--- src/hw/scma_params.svh ---
`ifndef SCMA_PARAMS_SVH
`define SCMA_PARAMS_SVH
// Address pointer width and implemented byte space
`define SCMA_AW 15
`define SCMA_DEPTH 32
// Register offsets
`define SCMA_A_CFG1 15'h0000
`define SCMA_A_CFG2 15'h0001
`define SCMA_A_LOOP 15'h000E
`define SCMA_A_CFG3 15'h0010
`define SCMA_A_STAT 15'h0011
`define SCMA_A_MB_LO 15'h0014
`define SCMA_A_MB_HI 15'h0015
// Field positions
`define SCMA_B_ASC 5
`define SCMA_B_SHORT 3
`define SCMA_B_PERACC 7
`define SCMA_B_CHK 4
`define SCMA_B_STRICT 5
`define SCMA_B_FAULT 0
// Reset values
`define SCMA_RST_CFG1 8'h00
`define SCMA_RST_CFG2 8'h00
`define SCMA_RST_CFG3 8'h20
// Instruction lengths minus one, checksum seed
`define SCMA_LONG_M1 5'h0F
`define SCMA_SHORT_M1 5'h07
`define SCMA_CRC_SEED 8'hA5
`define SCMA_CRC_POLY 8'h07
`endif

--- src/hw/scma_pkg.sv ---
package scma_pkg;
	// Frame sequencer states
	typedef enum logic [2:0] {
		ST_IDLE = 3'b000,
		ST_INSTR = 3'b001,
		ST_WR = 3'b010,
		ST_CHK = 3'b011,
		ST_RD = 3'b100,
		ST_DROP = 3'b101
	} scma_state_t;
	// Interface options decoded from the config bytes
	typedef struct packed {
		logic ascend;
		logic short_ins;
		logic per_access;
		logic strict;
		logic chk_en;
	} scma_cfg_t;
endpackage : scma_pkg

--- src/hw/scma_sync.sv ---
`timescale 1ns/1ns
// Two-stage synchroniser for pin inputs
module scma_sync #(
	parameter int W = 1,
	parameter logic [W-1:0] RST = '0
) (
	// Clock and reset
	input wire logic clk_in,
	input wire logic resetn_in,
	// Data
	input wire logic [W-1:0] d_in,
	output logic [W-1:0] q_out
);
	logic [W-1:0] meta_q; // First stage, read only by second
	// Double flop
	always_ff @(posedge clk_in or negedge resetn_in) begin
		if (!resetn_in) begin
			meta_q <= RST;
			q_out <= RST;
		end else begin
			meta_q <= d_in;
			q_out <= meta_q;
		end
	end
endmodule : scma_sync

--- src/hw/scma_regfile.sv ---
`timescale 1ns/1ns
`include "scma_params.svh"
// Byte-wide configuration memory with option decode
module scma_regfile (
	// Clock and reset
	input wire logic clk_in,
	input wire logic resetn_in,
	// Byte write port
	input wire logic we_in,
	input wire logic [14:0] waddr_in,
	input wire logic [7:0] wdata_in,
	// Paired write for the two-byte register
	input wire logic mb_we_in,
	input wire logic [15:0] mb_data_in,
	// Read port
	input wire logic [14:0] raddr_in,
	output logic [7:0] rdata_out,
	// Side effects
	input wire logic loop_clr_in,
	input wire logic fault_set_in,
	output scma_pkg::scma_cfg_t cfg_out,
	output logic [7:0] loop_out
);
	import scma_pkg::*;
	logic [7:0] mem_q [`SCMA_DEPTH]; // Implemented bytes
	// Only the low space is populated; the rest reads zero
	wire w_hit = we_in && (waddr_in[14:5] == 10'h000);
	wire r_hit = (raddr_in[14:5] == 10'h000);
	wire [4:0] widx = waddr_in[4:0];
	wire [4:0] sidx = 5'(`SCMA_A_STAT);
	wire [4:0] lidx = 5'(`SCMA_A_LOOP);
	assign rdata_out = r_hit ? mem_q[raddr_in[4:0]] : 8'h00;
	assign loop_out = mem_q[lidx];
	assign cfg_out.ascend = mem_q[0][`SCMA_B_ASC];
	assign cfg_out.short_ins = mem_q[1][`SCMA_B_SHORT];
	assign cfg_out.per_access = mem_q[1][`SCMA_B_PERACC];
	assign cfg_out.strict = mem_q[16][`SCMA_B_STRICT];
	assign cfg_out.chk_en = mem_q[16][`SCMA_B_CHK];
	// Storage, status set wins over write-one-to-clear
	always_ff @(posedge clk_in or negedge resetn_in) begin
		if (!resetn_in) begin
			for (int i = 0; i < `SCMA_DEPTH; i++) begin
				mem_q[i] <= 8'h00;
			end
			mem_q[0] <= `SCMA_RST_CFG1;
			mem_q[1] <= `SCMA_RST_CFG2;
			mem_q[16] <= `SCMA_RST_CFG3;
		end else begin
			if (w_hit && widx != sidx) begin
				mem_q[widx] <= wdata_in;
			end
			if (mb_we_in) begin
				mem_q[5'(`SCMA_A_MB_LO)] <= mb_data_in[7:0];
				mem_q[5'(`SCMA_A_MB_HI)] <= mb_data_in[15:8];
			end
			// Loop length is one-shot
			if (loop_clr_in) begin
				mem_q[lidx] <= 8'h00;
			end
			// Fault flag
			if (fault_set_in) begin
				mem_q[sidx][`SCMA_B_FAULT] <= 1'b1;
			end else if (w_hit && widx == sidx) begin
				mem_q[sidx] <= mem_q[sidx] & ~wdata_in;
			end
		end
	end
endmodule : scma_regfile

--- src/hw/scma_top.sv ---
`timescale 1ns/1ns
`include "scma_params.svh"
// Notes on behaviour
// - Nonzero loop length returns pointer to start on writes; reads do not loop
// - Zero loop length: pointer wraps at limits
// - Loop length serves one instruction, then clears
// - Instruction starts at select low, ends
// - First bit: one reads, zero writes
// - Address field 15 bits, 7 when compact
// - Write data sampled on serial clock rise
// - Data phase carries at least one byte
// - Unchecked writes land per byte
// - Checked writes land only on checksum match
// - Mismatch drops rest of frame
// - Write phase output zero unless checksum
// - Read data MSB first, changes on fall
// - Streaming mode after reset
// - Per-access mode: instruction each, pointer holds
// - Direction zero: pointer decrements per byte
// - Decrement past zero rolls to 0x7FFF
// - Direction one: increments, rolls to zero
// - Option bits at fixed register bits
// - Clock idles high, sample on rise
// - Partial multibyte write faults, dropped
module scma_top (
	// System
	input wire logic sys_clk_in,
	input wire logic resetn_in,
	// Serial port pins
	input wire logic cs_n_in,
	input wire logic sclk_in,
	input wire logic sdi_in,
	output logic sdo_out,
	output logic sdo_oe_out
);
	import scma_pkg::*;

	logic [2:0] pin_s; // Synchronised cs, clock, data
	logic sclk_p_q; // Previous clock sample
	scma_state_t state_q, state_d; // Sequencer
	logic [4:0] cnt_q; // Bit counter
	logic [15:0] ins_q; // Instruction shifter
	logic [7:0] sh_q; // Data shifter, both directions
	logic [7:0] pend_q; // Byte awaiting its checksum
	logic [7:0] crc_q; // Checksum being returned
	logic [14:0] ptr_q; // Address pointer
	logic [14:0] start_q; // Instruction start address
	logic [7:0] nb_q; // Bytes written or read since start
	logic [7:0] loop_act_q; // Loop length for this instruction
	logic armed_q; // Loop length written, not yet used
	logic used_q; // Loop length in use
	logic [15:0] stg_q; // Two-byte register staging
	logic [1:0] stg_v_q; // Staged halves
	logic sdo_q; // Output bit
	scma_cfg_t cfg; // Decoded options
	logic [7:0] rdata; // Memory read data
	logic [7:0] loop_val; // Stored loop length

	// Checksum over one byte, CRC-8 with seed
	function automatic logic [7:0] crc8(input logic [7:0] b);
		logic [7:0] c;
		c = `SCMA_CRC_SEED ^ b;
		for (int i = 0; i < 8; i++) begin
			c = c[7] ? ({c[6:0], 1'b0} ^ `SCMA_CRC_POLY) : {c[6:0], 1'b0};
		end
		return c;
	endfunction : crc8

	// Pins cross into the system clock; clock and select idle high
	scma_sync #(.W(3), .RST(3'b111)) u_sync (
		.clk_in(sys_clk_in),
		.resetn_in(resetn_in),
		.d_in({cs_n_in, sclk_in, sdi_in}),
		.q_out(pin_s)
	);

	// Pin decode and edges
	wire cs_s = pin_s[2];
	wire sclk_s = pin_s[1];
	wire sdi_s = pin_s[0];
	wire rise_w = sclk_s && !sclk_p_q;
	wire fall_w = !sclk_s && sclk_p_q;
	wire data_st = (state_q == ST_WR) || (state_q == ST_CHK) || (state_q == ST_RD);
	wire byte_done_w = data_st && rise_w && (cnt_q[2:0] == 3'h7);
	wire frame_end_w = cs_s && (state_q != ST_IDLE);

	// Instruction decode
	wire [4:0] ins_m1 = cfg.short_ins ? `SCMA_SHORT_M1 : `SCMA_LONG_M1;
	wire ins_done_w = (state_q == ST_INSTR) && !cs_s && rise_w && (cnt_q == ins_m1);
	wire [15:0] ins_w = {ins_q[14:0], sdi_s};
	wire ins_rd_w = cfg.short_ins ? ins_w[7] : ins_w[15];
	wire [14:0] dec_addr_w = cfg.short_ins ? {8'h00, ins_w[6:0]} : ins_w[14:0];

	// Write data and checksum
	wire [7:0] rx_w = {sh_q[6:0], sdi_s};
	wire chk_ok_w = (rx_w == crc8(pend_q));
	wire wr_commit_w = ((state_q == ST_WR) && byte_done_w && !cfg.chk_en)
		|| ((state_q == ST_CHK) && byte_done_w && chk_ok_w);
	wire [7:0] wbyte_w = cfg.chk_en ? pend_q : rx_w;
	wire bad_chk_w = (state_q == ST_CHK) && byte_done_w && !chk_ok_w;

	// Pointer step; 15-bit arithmetic gives both fixed rollovers
	wire is_wr_w = (state_q == ST_WR) || (state_q == ST_CHK);
	wire loop_hit_w = is_wr_w && (loop_act_q != 8'h00) && (nb_q + 8'h01 == loop_act_q);
	wire [14:0] step_w = cfg.ascend ? ptr_q + 15'h0001 : ptr_q - 15'h0001;
	wire [14:0] nxt_ptr_w = loop_hit_w ? start_q : step_w;
	wire advance_w = !cfg.per_access && (wr_commit_w || ((state_q == ST_RD) && byte_done_w));
	wire [14:0] rd_addr_w = (state_q == ST_INSTR) ? dec_addr_w : nxt_ptr_w;

	// Two-byte register handling under strict access
	wire is_mb_w = cfg.strict && ((ptr_q == `SCMA_A_MB_LO) || (ptr_q == `SCMA_A_MB_HI));
	wire mb_half_w = (ptr_q == `SCMA_A_MB_HI);
	wire [15:0] stg_w = mb_half_w ? {wbyte_w, stg_q[7:0]} : {stg_q[15:8], wbyte_w};
	wire [1:0] stg_v_w = stg_v_q | (mb_half_w ? 2'b10 : 2'b01);
	wire mb_we_w = wr_commit_w && is_mb_w && (stg_v_w == 2'b11);
	wire we_w = wr_commit_w && !is_mb_w;
	wire fault_w = frame_end_w && (stg_v_q != 2'b00);

	// Instruction end for the one-shot loop length
	wire instr_end_w = data_st || (state_q == ST_DROP) ? (cs_s || state_d == ST_INSTR) : 1'b0;
	wire loop_clr_w = instr_end_w && used_q;
	wire loop_wr_w = we_w && (ptr_q == `SCMA_A_LOOP);

	// Next state
	always_comb begin
		state_d = state_q;
		if (cs_s) begin
			state_d = ST_IDLE;
		end else begin
			case (state_q)
				ST_IDLE: begin
					state_d = ST_INSTR;
				end
				ST_INSTR: begin
					if (ins_done_w) begin
						state_d = ins_rd_w ? ST_RD : ST_WR;
					end
				end
				ST_WR: begin
					if (byte_done_w && cfg.chk_en) begin
						state_d = ST_CHK;
					end else if (byte_done_w && cfg.per_access) begin
						state_d = ST_INSTR;
					end
				end
				ST_CHK: begin
					if (bad_chk_w) begin
						state_d = ST_DROP;
					end else if (byte_done_w) begin
						state_d = cfg.per_access ? ST_INSTR : ST_WR;
					end
				end
				ST_RD: begin
					if (byte_done_w && cfg.per_access) begin
						state_d = ST_INSTR;
					end
				end
				ST_DROP: begin
					state_d = ST_DROP;
				end
				default: begin
					state_d = ST_IDLE;
				end
			endcase
		end
	end

	// Sequencer and clock edge history
	always_ff @(posedge sys_clk_in or negedge resetn_in) begin
		if (!resetn_in) begin
			state_q <= ST_IDLE;
			sclk_p_q <= 1'b1;
		end else begin
			state_q <= state_d;
			sclk_p_q <= sclk_s;
		end
	end

	// Bit counter and instruction shifter
	always_ff @(posedge sys_clk_in or negedge resetn_in) begin
		if (!resetn_in) begin
			cnt_q <= 5'h00;
			ins_q <= 16'h0000;
		end else if (state_q == ST_IDLE || ins_done_w || state_d == ST_INSTR && data_st) begin
			cnt_q <= 5'h00; // Each phase counts from zero
		end else if (rise_w) begin
			cnt_q <= cnt_q + 5'h01;
			ins_q <= ins_w;
		end
	end

	// Data shifter: for reads loads on the rise ending a byte and shifts on fall; fills on rise for writes
	always_ff @(posedge sys_clk_in or negedge resetn_in) begin
		if (!resetn_in) begin
			sh_q <= 8'h00;
		end else if (ins_done_w || ((state_q == ST_RD) && byte_done_w)) begin
			sh_q <= rdata;
		end else if ((state_q == ST_RD) && fall_w) begin
			sh_q <= {sh_q[6:0], 1'b0};
		end else if (is_wr_w && rise_w) begin
			sh_q <= rx_w;
		end
	end

	// Checksum byte held and returned while the host sends its own
	always_ff @(posedge sys_clk_in or negedge resetn_in) begin
		if (!resetn_in) begin
			pend_q <= 8'h00;
			crc_q <= 8'h00;
		end else if ((state_q == ST_WR) && byte_done_w) begin
			pend_q <= rx_w;
			crc_q <= crc8(rx_w);
		end else if ((state_q == ST_CHK) && fall_w) begin
			crc_q <= {crc_q[6:0], 1'b0};
		end
	end

	// Output bit; zero unless reading or returning a checksum
	always_ff @(posedge sys_clk_in or negedge resetn_in) begin
		if (!resetn_in) begin
			sdo_q <= 1'b0;
		end else if (cs_s) begin
			sdo_q <= 1'b0;
		end else if (fall_w) begin
			sdo_q <= (state_q == ST_RD) ? sh_q[7]
				: (state_q == ST_CHK) ? crc_q[7] : 1'b0;
		end
	end

	// Address pointer, start address and byte count
	always_ff @(posedge sys_clk_in or negedge resetn_in) begin
		if (!resetn_in) begin
			ptr_q <= 15'h0000;
			start_q <= 15'h0000;
			nb_q <= 8'h00;
		end else if (ins_done_w) begin
			ptr_q <= dec_addr_w;
			start_q <= dec_addr_w;
			nb_q <= 8'h00;
		end else if (advance_w) begin
			ptr_q <= nxt_ptr_w;
			nb_q <= loop_hit_w ? 8'h00 : nb_q + 8'h01;
		end
	end

	// One-shot loop length: armed by a write, taken by the next instruction
	always_ff @(posedge sys_clk_in or negedge resetn_in) begin
		if (!resetn_in) begin
			armed_q <= 1'b0;
			used_q <= 1'b0;
			loop_act_q <= 8'h00;
		end else begin
			if (ins_done_w) begin
				loop_act_q <= armed_q ? loop_val : 8'h00;
				used_q <= armed_q;
			end else if (loop_clr_w) begin
				used_q <= 1'b0;
			end
			if (loop_wr_w) begin
				armed_q <= 1'b1;
			end else if (ins_done_w) begin
				armed_q <= 1'b0;
			end
		end
	end

	// Staging; a half left over at frame end is discarded
	always_ff @(posedge sys_clk_in or negedge resetn_in) begin
		if (!resetn_in) begin
			stg_q <= 16'h0000;
			stg_v_q <= 2'b00;
		end else if (frame_end_w || mb_we_w) begin
			stg_v_q <= 2'b00;
		end else if (wr_commit_w && is_mb_w) begin
			stg_q <= stg_w;
			stg_v_q <= stg_v_w;
		end
	end

	// Configuration memory
	scma_regfile u_regs (
		.clk_in(sys_clk_in),
		.resetn_in(resetn_in),
		.we_in(we_w),
		.waddr_in(ptr_q),
		.wdata_in(wbyte_w),
		.mb_we_in(mb_we_w),
		.mb_data_in(stg_w),
		.raddr_in(rd_addr_w),
		.rdata_out(rdata),
		.loop_clr_in(loop_clr_w),
		.fault_set_in(fault_w),
		.cfg_out(cfg),
		.loop_out(loop_val)
	);

	assign sdo_out = sdo_q;
	assign sdo_oe_out = !cs_s; // Drive only inside a frame
endmodule : scma_top

--- config.mk ---
export PLATFORM = sky130hd
export DESIGN_NAME = scma_top
export DESIGN_NICKNAME = d
export VERILOG_FILES = /design/src/hw/scma_pkg.sv /design/src/hw/scma_sync.sv /design/src/hw/scma_regfile.sv /design/src/hw/scma_top.sv
export VERILOG_INCLUDE_DIRS = /design/src /design/src/hw
export SDC_FILE = /design/constraint.sdc
export NUM_CORES = 1
export LEC_CHECK = 0
export BUFFER_PORTS_ARGS = -buffer_cell sky130_fd_sc_hd__buf_2
export CELL_PAD_IN_SITES_DETAIL_PLACEMENT = 1
export CELL_PAD_IN_SITES_GLOBAL_PLACEMENT = 2
export CORE_MARGIN = 2
export CORE_UTILIZATION = 25
export DETAILED_ROUTE_END_ITERATION = 7
export PLACE_DENSITY_LB_ADDON = 0.1
export SKIP_LAST_GASP = 1
export SLEW_MARGIN = 10
export SYNTH_ARGS = -nofsm -noshare
export SYNTH_HDL_FRONTEND = slang
export SYNTH_SLANG_ARGS = --single-unit
--- constraint.sdc ---
create_clock -name sys_clk_in -period 10.8 [get_ports sys_clk_in]
set_input_delay 1.08 -clock sys_clk_in [delete_from_list [all_inputs] [get_ports sys_clk_in]]
set_output_delay 1.08 -clock sys_clk_in [all_outputs]
set_load 0.01 [all_outputs]
# --- Yosys cells after proc, flatten, opt, wreduce, memory -nomap -nowiden ---
# Index checks and enable logic that the tools add are counted.
word_totals:
  rom_bits: 0
  out_inout_bits: 2
  input_bits: 5
  regBits: 377
  ram_bits: 0
  mem_count: 0
  latch_bits: 0
classes:
  n_mux: 70
  shift: 0
  addsub: 4
  bitwise_logic: 25
  n_lt_le_gt_ge: 3
  n_mul: 0
  div: 0
  eq_ne: 16
  reduce_logical: 68
ops:
  columns: ["cell", "n"]
  rows:
  - ["bitwise mux 256 bit", 1]
  - ["two-way mux 256 bit", 1]
  - ["two-way mux 120 bit", 2]
  - ["two-way mux 144 bit", 1]
  - ["two-way mux 8 bit", 14]
  - ["two-way mux 15 bit", 6]
  - ["two-way mux 3 bit", 23]
  - ["inverter 3 bit", 16]
  - ["binary-select mux 8 bit (select 5 bit)", 1]
  - ["demux 8 bit (select 5 bit)", 1]
  - ["logical AND 1 bit", 34]
  - ["two-way mux 16 bit", 2]
  - ["equality test 15 x 5 -> 1 bit, second input constant", 2]
  - ["zero test 10 bit", 2]
  - ["case mux 3 bit (6 select lines)", 1]
  - ["equality test 8 bit", 2]
  - ["nonzero test 2 bit", 8]
  - ["adder 15 x 1 -> 15 bit, second input constant", 1]
  - ["equality test 15 x 4 -> 1 bit, second input constant", 1]
  - ["subtractor 15 x 1 -> 15 bit, second input constant", 1]
  - [">= comparator 6 bit, second input constant", 2]
  - ["inverter 5 -> 6 bit", 2]
  - ["logical OR 1 bit", 11]
  - ["two-way mux 1 bit", 10]
  - ["23 further kinds", 41]

# --- Longest topological paths before layout ---
# Gate-level depths: netlist of the first run.
depth:
  ltp_word: 30
  depth_mapped: 15

# --- Hierarchy ---
# A second synthesis of the first run with hierarchy kept.
unflattened:
  cells_unflattened: 1644
  area_unflattened_um2: 19427.4
modules_own_cells:
  columns: ["mod", "area_each_um2", "n_inst", "cells_each", "seq_area_each_um2"]
  rows:
  - ["scma_regfile", 12375.6, 1, 895, 6407.4]
  - ["scma_top", 6894.1, 1, 743, 2879.0]
  - ["scma_sync", 157.7, 1, 6, 157.7]

# --- Worst setup path before layout of the first run ---
# No wires, ideal clock.
synth_timing:
  path_kind: "register -> register"
  from: "register nb_q[0]"
  to: "register sh_q[4]"
  stages_incl_launch_ff: 16
  required_ns: 10.666
  n_path_buf: 3
  setup_time_ns: 0.134
  period_less_slack_ns: 3.716
  t_arrival_ns: 3.582
  setup_slack_ns: 7.084
  cell_sequence: "dfrtp_1 ha_1 xor2_1 a211oi_1 nand4_1 or4_1 buf_2 mux2i_1 o21ai_1 clkbuf_1 buf_2 mux2i_1 mux2i_1 mux2_2 a21oi_1 o211ai_1"
synth_between:
  elab_chain_cells: 11
  elab_cells_between_ends: 12
  classes_between: "add/sub (1); eq/ne (1); mux (7); bitwise (1); reduce/logical (2)"
synth_lines:
  columns: ["element", "line_no", "rtl"]
  rows:
  - ["start, declared", "scma_top.sv:48", "logic [7:0] nb_q;"]
  - ["start signal, assigned", "scma_top.sv:242", "nb_q <= loop_hit_w ? 8'h00 : nb_q + 8'h01;"]
  - ["adder 8 x 1 -> 8 bit (*)", "scma_top.sv:104", "wire loop_hit_w = is_wr_w && (loop_act_q != 8'h00) && (nb_q + 8'h01 == loop_act_q);"]
  - ["equality test 8 bit (*)", "scma_top.sv:104", null]
  - ["logical AND 1 bit (*)", "scma_top.sv:104", null]
  - ["two-way mux 15 bit (*)", "scma_top.sv:106", "wire [14:0] nxt_ptr_w = loop_hit_w ? start_q : step_w;"]
  - ["two-way mux 15 bit (*)", "scma_top.sv:108", "wire [14:0] rd_addr_w = (state_q == ST_INSTR) ? dec_addr_w : nxt_ptr_w;"]
  - ["inverter 5 -> 6 bit (not written as such)", "scma_regfile.sv:32", "assign rdata_out = r_hit ? mem_q[raddr_in[4:0]] : 8'h00;"]
  - ["binary-select mux 8 bit (select 5 bit)", "scma_regfile.sv:32", null]
  - ["two-way mux 8 bit (not written as such) (2 in series)", "scma_regfile.sv:32", null]
  - ["two-way mux 8 bit (*)", "scma_regfile.sv:32", null]
  - ["two-way mux 8 bit (*)", "scma_top.sv:196", "end else if (ins_done_w || ((state_q == ST_RD) && byte_done_w)) begin"]
  - ["end signal, assigned", "scma_top.sv:197", "sh_q <= rdata;"]
  - ["end signal, assigned", "scma_top.sv:199", "sh_q <= {sh_q[6:0], 1'b0};"]
  - ["end signal, assigned", "scma_top.sv:201", "sh_q <= rx_w;"]
  - ["end, declared", "scma_top.sv:43", "logic [7:0] sh_q;"]
# Every way passes the cells marked *; elsewhere a longest branch is shown, timed or not. The select of a mux whose other input is x is not followed.
# A chain may end at the register's enable or synchronous reset.

# --- Worst setup path in the final report of the first run ---
layout_timing:
  from: "register nb_q[0]"
  to: "register sh_q[1]"
# The elaborated chain is that of the path after synthesis.

==> flow_summary.yaml, run 1 <==
synthesis:
  syn_nets: 1973
  synth_top_area_share_pct: 49.8
  synthTopCellsByArea: "dfrtp_1, nand2_1, o21ai_0"
  ys_types: 73
  ys_seq_area_share_pct: 50.9
  yosysWarnings: 0
  syn_inst: 1951
  synth.cell_area_um2: 18500
  synth-seq-cells: 377
  synth_edf_count: 0
  synth_most_common_cell: "nand2_1"
  synth-async-reset-ratio_pct: 100
  synth_common_cells: "nand2_1, dfrtp_1, o21ai_0"
  yosys.area.top_type: "dfrtp_1"
  syn_avg_cell_area_um2: 9.51
  dominantRegCellSynth: "dfrtp_1"
critical_path:
  crit_type: "reg2reg"
  crit_top_cell: "mux2i_1"
  path_max_fanout: 103
  cp-end-kind: "register"
  critical_path_arrival_ns: 5.63
  slowest_stage: "or4_1"
  start_kind: "register"
  required_ns: 11.23
  slowest_delay_ns: 0.97
  crit_path_cell_trace: "ha_1 -> xor2_1 -> a211oi_1 -> nand4_1 -> or4_1 -> mux2i_1 -> o21ai_4 -> buf_12 -> mux2i_1 -> mux2_2 -> o22ai_1 -> o21ai_0 -> nand3_1"
timing:
  slew_violations: 0
  min_period_ns: 5.20
  fmax_ghz: 0.192
  setup_viol: 0
  finClkSkew_ns: 0.0193
  finalCritPeriodShare_pct: 48.1
  finalHoldViolations: 0
  final.setup.worst_slack_ns: 5.60
  relSlewSlack_pct: 22.9
  setup_tns_ns: 0
  rsz0062_at_grt: "false"
  tightest_slew_ns: 1.15
cts:
  clk_pin_slew_worst_paths_ns: 0.06
  cts_tree: "built"
  clockRootBuffer: "clkbuf_16"
  post-cts-setup-buffers: 0
  htreeDepth: 2
  cts_num_sinks: 377
  hold_buffers: 0
  clk_latency_ns: 0.59
  numCtsBuffers: 49
  clock_path_buffers: 3
  cts-resized-gates: 0
pwr:
  pwr_density_cell_nw_per_um2: 157
  power.leakage_nw: 9.28
  ir_drop_uv: 111
placement:
  port_buffers: 6
  gp_congestion: 0.756
  place_ws_ns: 5.54
  hpwlAfterDp_mm: 43.4
global_routing:
  grt_pass1_wl_mm: 101
  antenna_found_initial: 1
  grt_max_degree: 104
  grt_pass1_vias: 15000
  grt_use_total_pct: 17.4
  overflow: 0
hold_path:
  hold_class: "reg2reg"
final_layout:
  drive_gt1_share_pct: 10.8
  post-route-util_pct: 29.2
  syn_to_final_growth_pct: 15.1
  nFillCells: 8306
  multi_input_area_um2: 8660
  nNetsFinal: 1933
  seq_area_um2: 9440
detailed_routing:
  ant_nets: 0
  viasPerCell: 4.88
  drc: 0
  wl_per_cell_um: 22.6
  drtIter0Drc: 750
  route.met3.wl_mm: 2.29
  drt-pass1-iter-count: 5
  route.top_layer_used: "met4"
  drt_wl_total_mm: 66.0
  met2_length_mm: 30.8
  vias: 14200
  met1_length_mm: 31.6
floorplanning:
  core_area_um2: 73200
  num_rows: 99
  die_x_um: 276
  initial_utilization_pct: 25.3
  pin_count: 7
  die_area_um2: 76400
  die_h_um: 276
run:
  maxCapViolations: 0
outcome:
  status: "complete, no violations"
[power by group]
group / internal [mW] / total, mW / switching (mW)
clock network: 1.06 / 1.72 / 0.658
registers: 1.43 / 1.45 / 0.0196
logic: 0.0547 / 0.195 / 0.140
[worst max-delay path, delay by kind of cell, from the launching register on]
kind	cells	cell delay, ns
compound gates	4	1.23
xor+xnor	1	0.17
fa+ha+maj	1	0.37
buf+inv	1	0.46
flops	1	0.46
mux	3	0.81
simple gates	3	1.30
[cell families (layout without fill, tap and decap cells)]
logic type      count (synthesis)  in the layout  share of synthesized area (%)
mux                           195            195                           11.1
compound gates                498            498                           15.5
buf+inv                       143            144                           3.12
flops                         377            377                           50.9
simple gates                  673            673                           15.9
xor+xnor                       48             48                           2.27
other cells                     0              2                              0
fa+ha+maj                      17             17                           1.19
[layer usage]
layer	up-vias	GRT usage [%]
li1	6763	-
met1	7217	23.9
met2	159	28.5
met3	75	2.64
met4	0	4.22
met5	-	0
[worst paths after layout]
path / endpoint / depth (start not counted) / startpoint / slack, ns
min in group asynchronous: start_q[12] / 1 / resetn_in / 0.45
hold reg to reg: u_sync.q_out[0] / 0 / u_sync.meta_q[0] / 0.35
hold / removal: u_sync.q_out[0] / 0 / u_sync.meta_q[0] / 0.35
max in group asynchronous: pend_q[6] / 3 / resetn_in / 8.21
setup / recovery: sh_q[1] / 13 / nb_q[0] / 5.60
setup reg to reg: sh_q[1] / 13 / nb_q[0] / 5.60
[state kept, by name, indices dropped and copies added, names as in the netlist, 8 cells and up]
signal / count
sh_q: 8
ins_q: 15
pend_q: 8
ptr_q: 15
start_q: 15
u_regs.mem_q: 251
loop_act_q: 8
stg_q: 16
crc_q: 8
nb_q: 8
[cell usage in the layout, fill, tap and decap left out, types with 8 or more instances in the layout]
cell type	count
xor2_1	17
nand2_1	429
nor4_1	8
mux2i_4	8
or3_1	8
nand2b_1	8
nand3_1	62
clkbuf_16	51
ha_1	16
and3_1	12
inv_1	14
a22oi_1	10
nand4_1	8
a21oi_1	53
dfrtp_1	369
nor2b_1	28
dfstp_2	8
a22o_1	10
buf_4	31
a221o_1	9
clkbuf_1	17
o21ai_0	307
mux2i_1	126
xnor2_1	31
clkbuf_8	14
a31oi_1	14
nor2_1	57
mux2_2	58
o22ai_1	23
nor3_1	19
[stage by stage]
step	hold WS (ns)	total power, mW	cell area (um2)	cells
2_1_floorplan	0.345	1.57	18500	1951
3_3_place_gp	0.350	1.67	19600	2819
3_5_place_dp	0.347	1.67	19600	2819
4_1_cts	0.358	3.43	21300	2911
5_1_grt	0.362	3.50	21300	2911
6_report	0.353	3.36	21300	2913
[final cells by class]
class | count | area share (%)
Clock buffer | 82 | 7.18
Antenna cell | 2 | 0.0234
Multi-Input combinational cell | 1431 | 40.6
Sequential cell | 377 | 44.2
Timing Repair Buffer | 38 | 1.37
Clock inverter | 10 | 0.744
Inverter | 14 | 0.246
Tap cell | 959 | 5.62
Power figures use the tool's default switching activity.
==> run 2: changes to the inputs <==
Settings changed: ABC_AREA from default to 1.
Clock period 10.8 ns to 5.1 ns, I/O delays scaled along.
==> flow_summary.yaml, run 2 <==
outcome:
  status: "finished with violations"
  violations: "hold timing"
critical_path:
  worstReg2RegStart: "nb_q[0]"
  slowest_stage: "dfrtp_1"
  rr_endpoint: "sh_q[0]"
  slowest_delay_ns: 0.43
  crit_path_cell_trace: "ha_1 -> or2_2 -> nand3_1 -> nand2_1 -> inv_1 -> nand3_1 -> nor2_1 -> nand3_2 -> nand2_1 -> nand3_1 -> buf_4 -> nand2_4 -> buf_12 -> nand2_1 -> nand3_1 -> nand3_1 -> nand3_1 -> nand2_1 -> nand2_1 -> nand3_1 -> a21oi_1"
  crit_type: "reg2reg"
  required_ns: 5.63
  critical_path_arrival_ns: 4.51
  startpoint: "nb_q[0]"
  r2r_setup_slack_ns: 1.12
  path_max_fanout: 50
  crit_top_cell: "nand3_1"
  cp-end-kind: "register"
  r2r_cells: 21
  start_kind: "register"
final_layout:
  nNetsFinal: 2497
  final_cell_mix: "nand2_1, nand3_1, dfrtp_1, o21ai_0, inv_1"
  largest_reg_flops: 251
  syn_to_final_growth_pct: 16.1
  diodes: 0
  reg.largest.list: "u_regs.mem_q: 251 flops, stg_q: 16 flops"
  max_flop_register: "u_regs.mem_q"
  drive_gt1_share_pct: 8.07
  mostFrequentLayoutCell: "nand2_1"
placement:
  port_buffers: 6
  gp_congestion: 0.784
  hpwlAfterDp_mm: 49.6
cts:
  numCtsBuffers: 52
  clock_path_buffers: 3
  cts_num_sinks: 377
  htreeDepth: 2
  post-cts-setup-buffers: 0
  clockRootBuffer: "clkbuf_16"
  clk_latency_ns: 0.62
  cts_tree: "built"
  clk_pin_slew_worst_paths_ns: 0.06
  cts-resized-gates: 0
synthesis:
  dominantRegCellSynth: "dfrtp_1"
  ys_types: 48
  syn_inst: 2515
  synth_edf_count: 0
  yosys.area.top_type: "dfrtp_1"
  syn_nets: 2537
  synth_common_cells: "nand2_1, dfrtp_1, nand3_1"
  yosysWarnings: 0
  synthTopCellsByArea: "dfrtp_1, nand2_1, nand3_1"
  syn_avg_cell_area_um2: 7.68
  ys_seq_area_share_pct: 48.9
  synth-async-reset-ratio_pct: 100
  synth-seq-cells: 377
  synth_most_common_cell: "nand2_1"
  synth_top_area_share_pct: 47.8
  synth.cell_area_um2: 19300
global_routing:
  antenna_found_initial: 0
  overflow: 0
  grt_max_degree: 107
  grt_pass1_wl_mm: 117
  grt_pass1_vias: 17700
  grt_use_total_pct: 19.4
pwr:
  ir_drop_uv: 293
  power.leakage_nw: 10.1
  power_mw: 7.53
  pwr_density_cell_nw_per_um2: 336
timing:
  holdWs_ns: -0.0596
  setup_tns_ns: 0
  rsz0062_at_grt: "false"
  finalCritPeriodShare_pct: 78.1
  finClkSkew_ns: 0.0293
  setup_viol: 0
  relSlewSlack_pct: 32.0
  slew_violations: 0
  tightest_slew_ns: 1.02
  min_period_ns: 3.98
  finalHoldViolations: 6
  fmax_ghz: 0.251
detailed_routing:
  drt_wl_total_mm: 75.4
  drc: 0
  vias: 17100
  viasPerCell: 4.81
  drtIter0Drc: 1034
  drt-pass1-iter-count: 5
  wl_per_cell_um: 21.2
  ant_nets: 0
floorplanning:
  die_x_um: 282
  pin_count: 7
  die_area_um2: 79500
  core_area_um2: 76200
  initial_utilization_pct: 25.3
  die_h_um: 282
  num_rows: 101
run:
  maxCapViolations: 0
hold_path:
  hold_class: "in2async"
run 2: area by class of cell:
| class | instances | area (um2) |
|---|---|---|
| sequential | 377 | 9440 |
| multi-input combinational | 1817 | 8700 |
| clock inverter | 21 | 323 |
| timing repair buffer | 53 | 488 |
| clock buffer | 75 | 1510 |
| tap | 1030 | 1290 |
| inverter | 174 | 653 |
| fill | 9083 | 53800 |
run 2: routing by layer:
metal,global-route usage (%),wire [um],up-vias
met5,0,0,-
met4,5.65,2010,0
met3,2.17,1920,96
met2,32.1,35400,196
met1,26.6,36000,8538
li1,-,-,8227
run 2: worst max-delay path, delay by kind of cell, from the launching register on:
family / cells / cell delay (ns)
simple gates: 16 / 2.34
buf+inv: 3 / 0.60
flops: 1 / 0.43
fa+ha+maj: 1 / 0.27
compound gates: 1 / 0.15
run 2: metrics by stage:
step / instances / setup WS, ns / area, um2 / util [%] / hold slack (ns)
finish: 3547 / 1.12 / 22400 / 29.4 / -0.0596
global route: 3547 / 0.566 / 22400 / 29.4 / 0.0512
CTS: 3547 / 1.08 / 22400 / 29.4 / 0.0279
detailed placement: 3448 / 1.08 / 20500 / 27.0 / 0.349
global placement: 3448 / 1.12 / 20500 / 27.0 / 0.346
floorplan: 2515 / 2.22 / 19300 / - / 0.214
run 2: logic make-up after synthesis:
| kind of cell | count (synthesis) | share of synthesized area (%) |
|---|---|---|
| AO/OA/AOI/OAI | 429 | 11.5 |
| XOR/XNOR | 42 | 1.91 |
| adder cells (fa/ha/maj) | 17 | 1.14 |
| buffers and inverters | 321 | 6.48 |
| flip-flops | 377 | 48.9 |
| AND/OR/NAND/NOR | 1329 | 30.0 |
run 2: report_power, final:
group / leakage, nW / total [mW] / internal (mW) / switching (mW)
clock network: 0.889 / 3.95 / 2.45 / 1.50
logic: 4.02 / 0.543 / 0.136 / 0.406
registers: 5.23 / 3.04 / 3.02 / 0.0264
run 2: worst max-delay path by stage:
| stage | depth (start not counted) | slack, ns | endpoint |
|---|---|---|---|
| finish | 21 | 1.12 | sh_q[0] |
| detailed placement | 21 | 1.08 | sh_q[4] |
| CTS | 21 | 1.08 | sh_q[0] |
| global route | 20 | 0.57 | sh_q[0] |
| global placement | 20 | 1.12 | sh_q[7] |
| floorplan | 20 | 2.22 | sh_q[3] |
run 2: repair_timing:
| item | in CTS | in global routing |
|---|---|---|
| hold buffers | 3 | 0 |
| setup endpoints to repair | 0 | 0 |
| hold endpoints to repair | 3 | 0 |
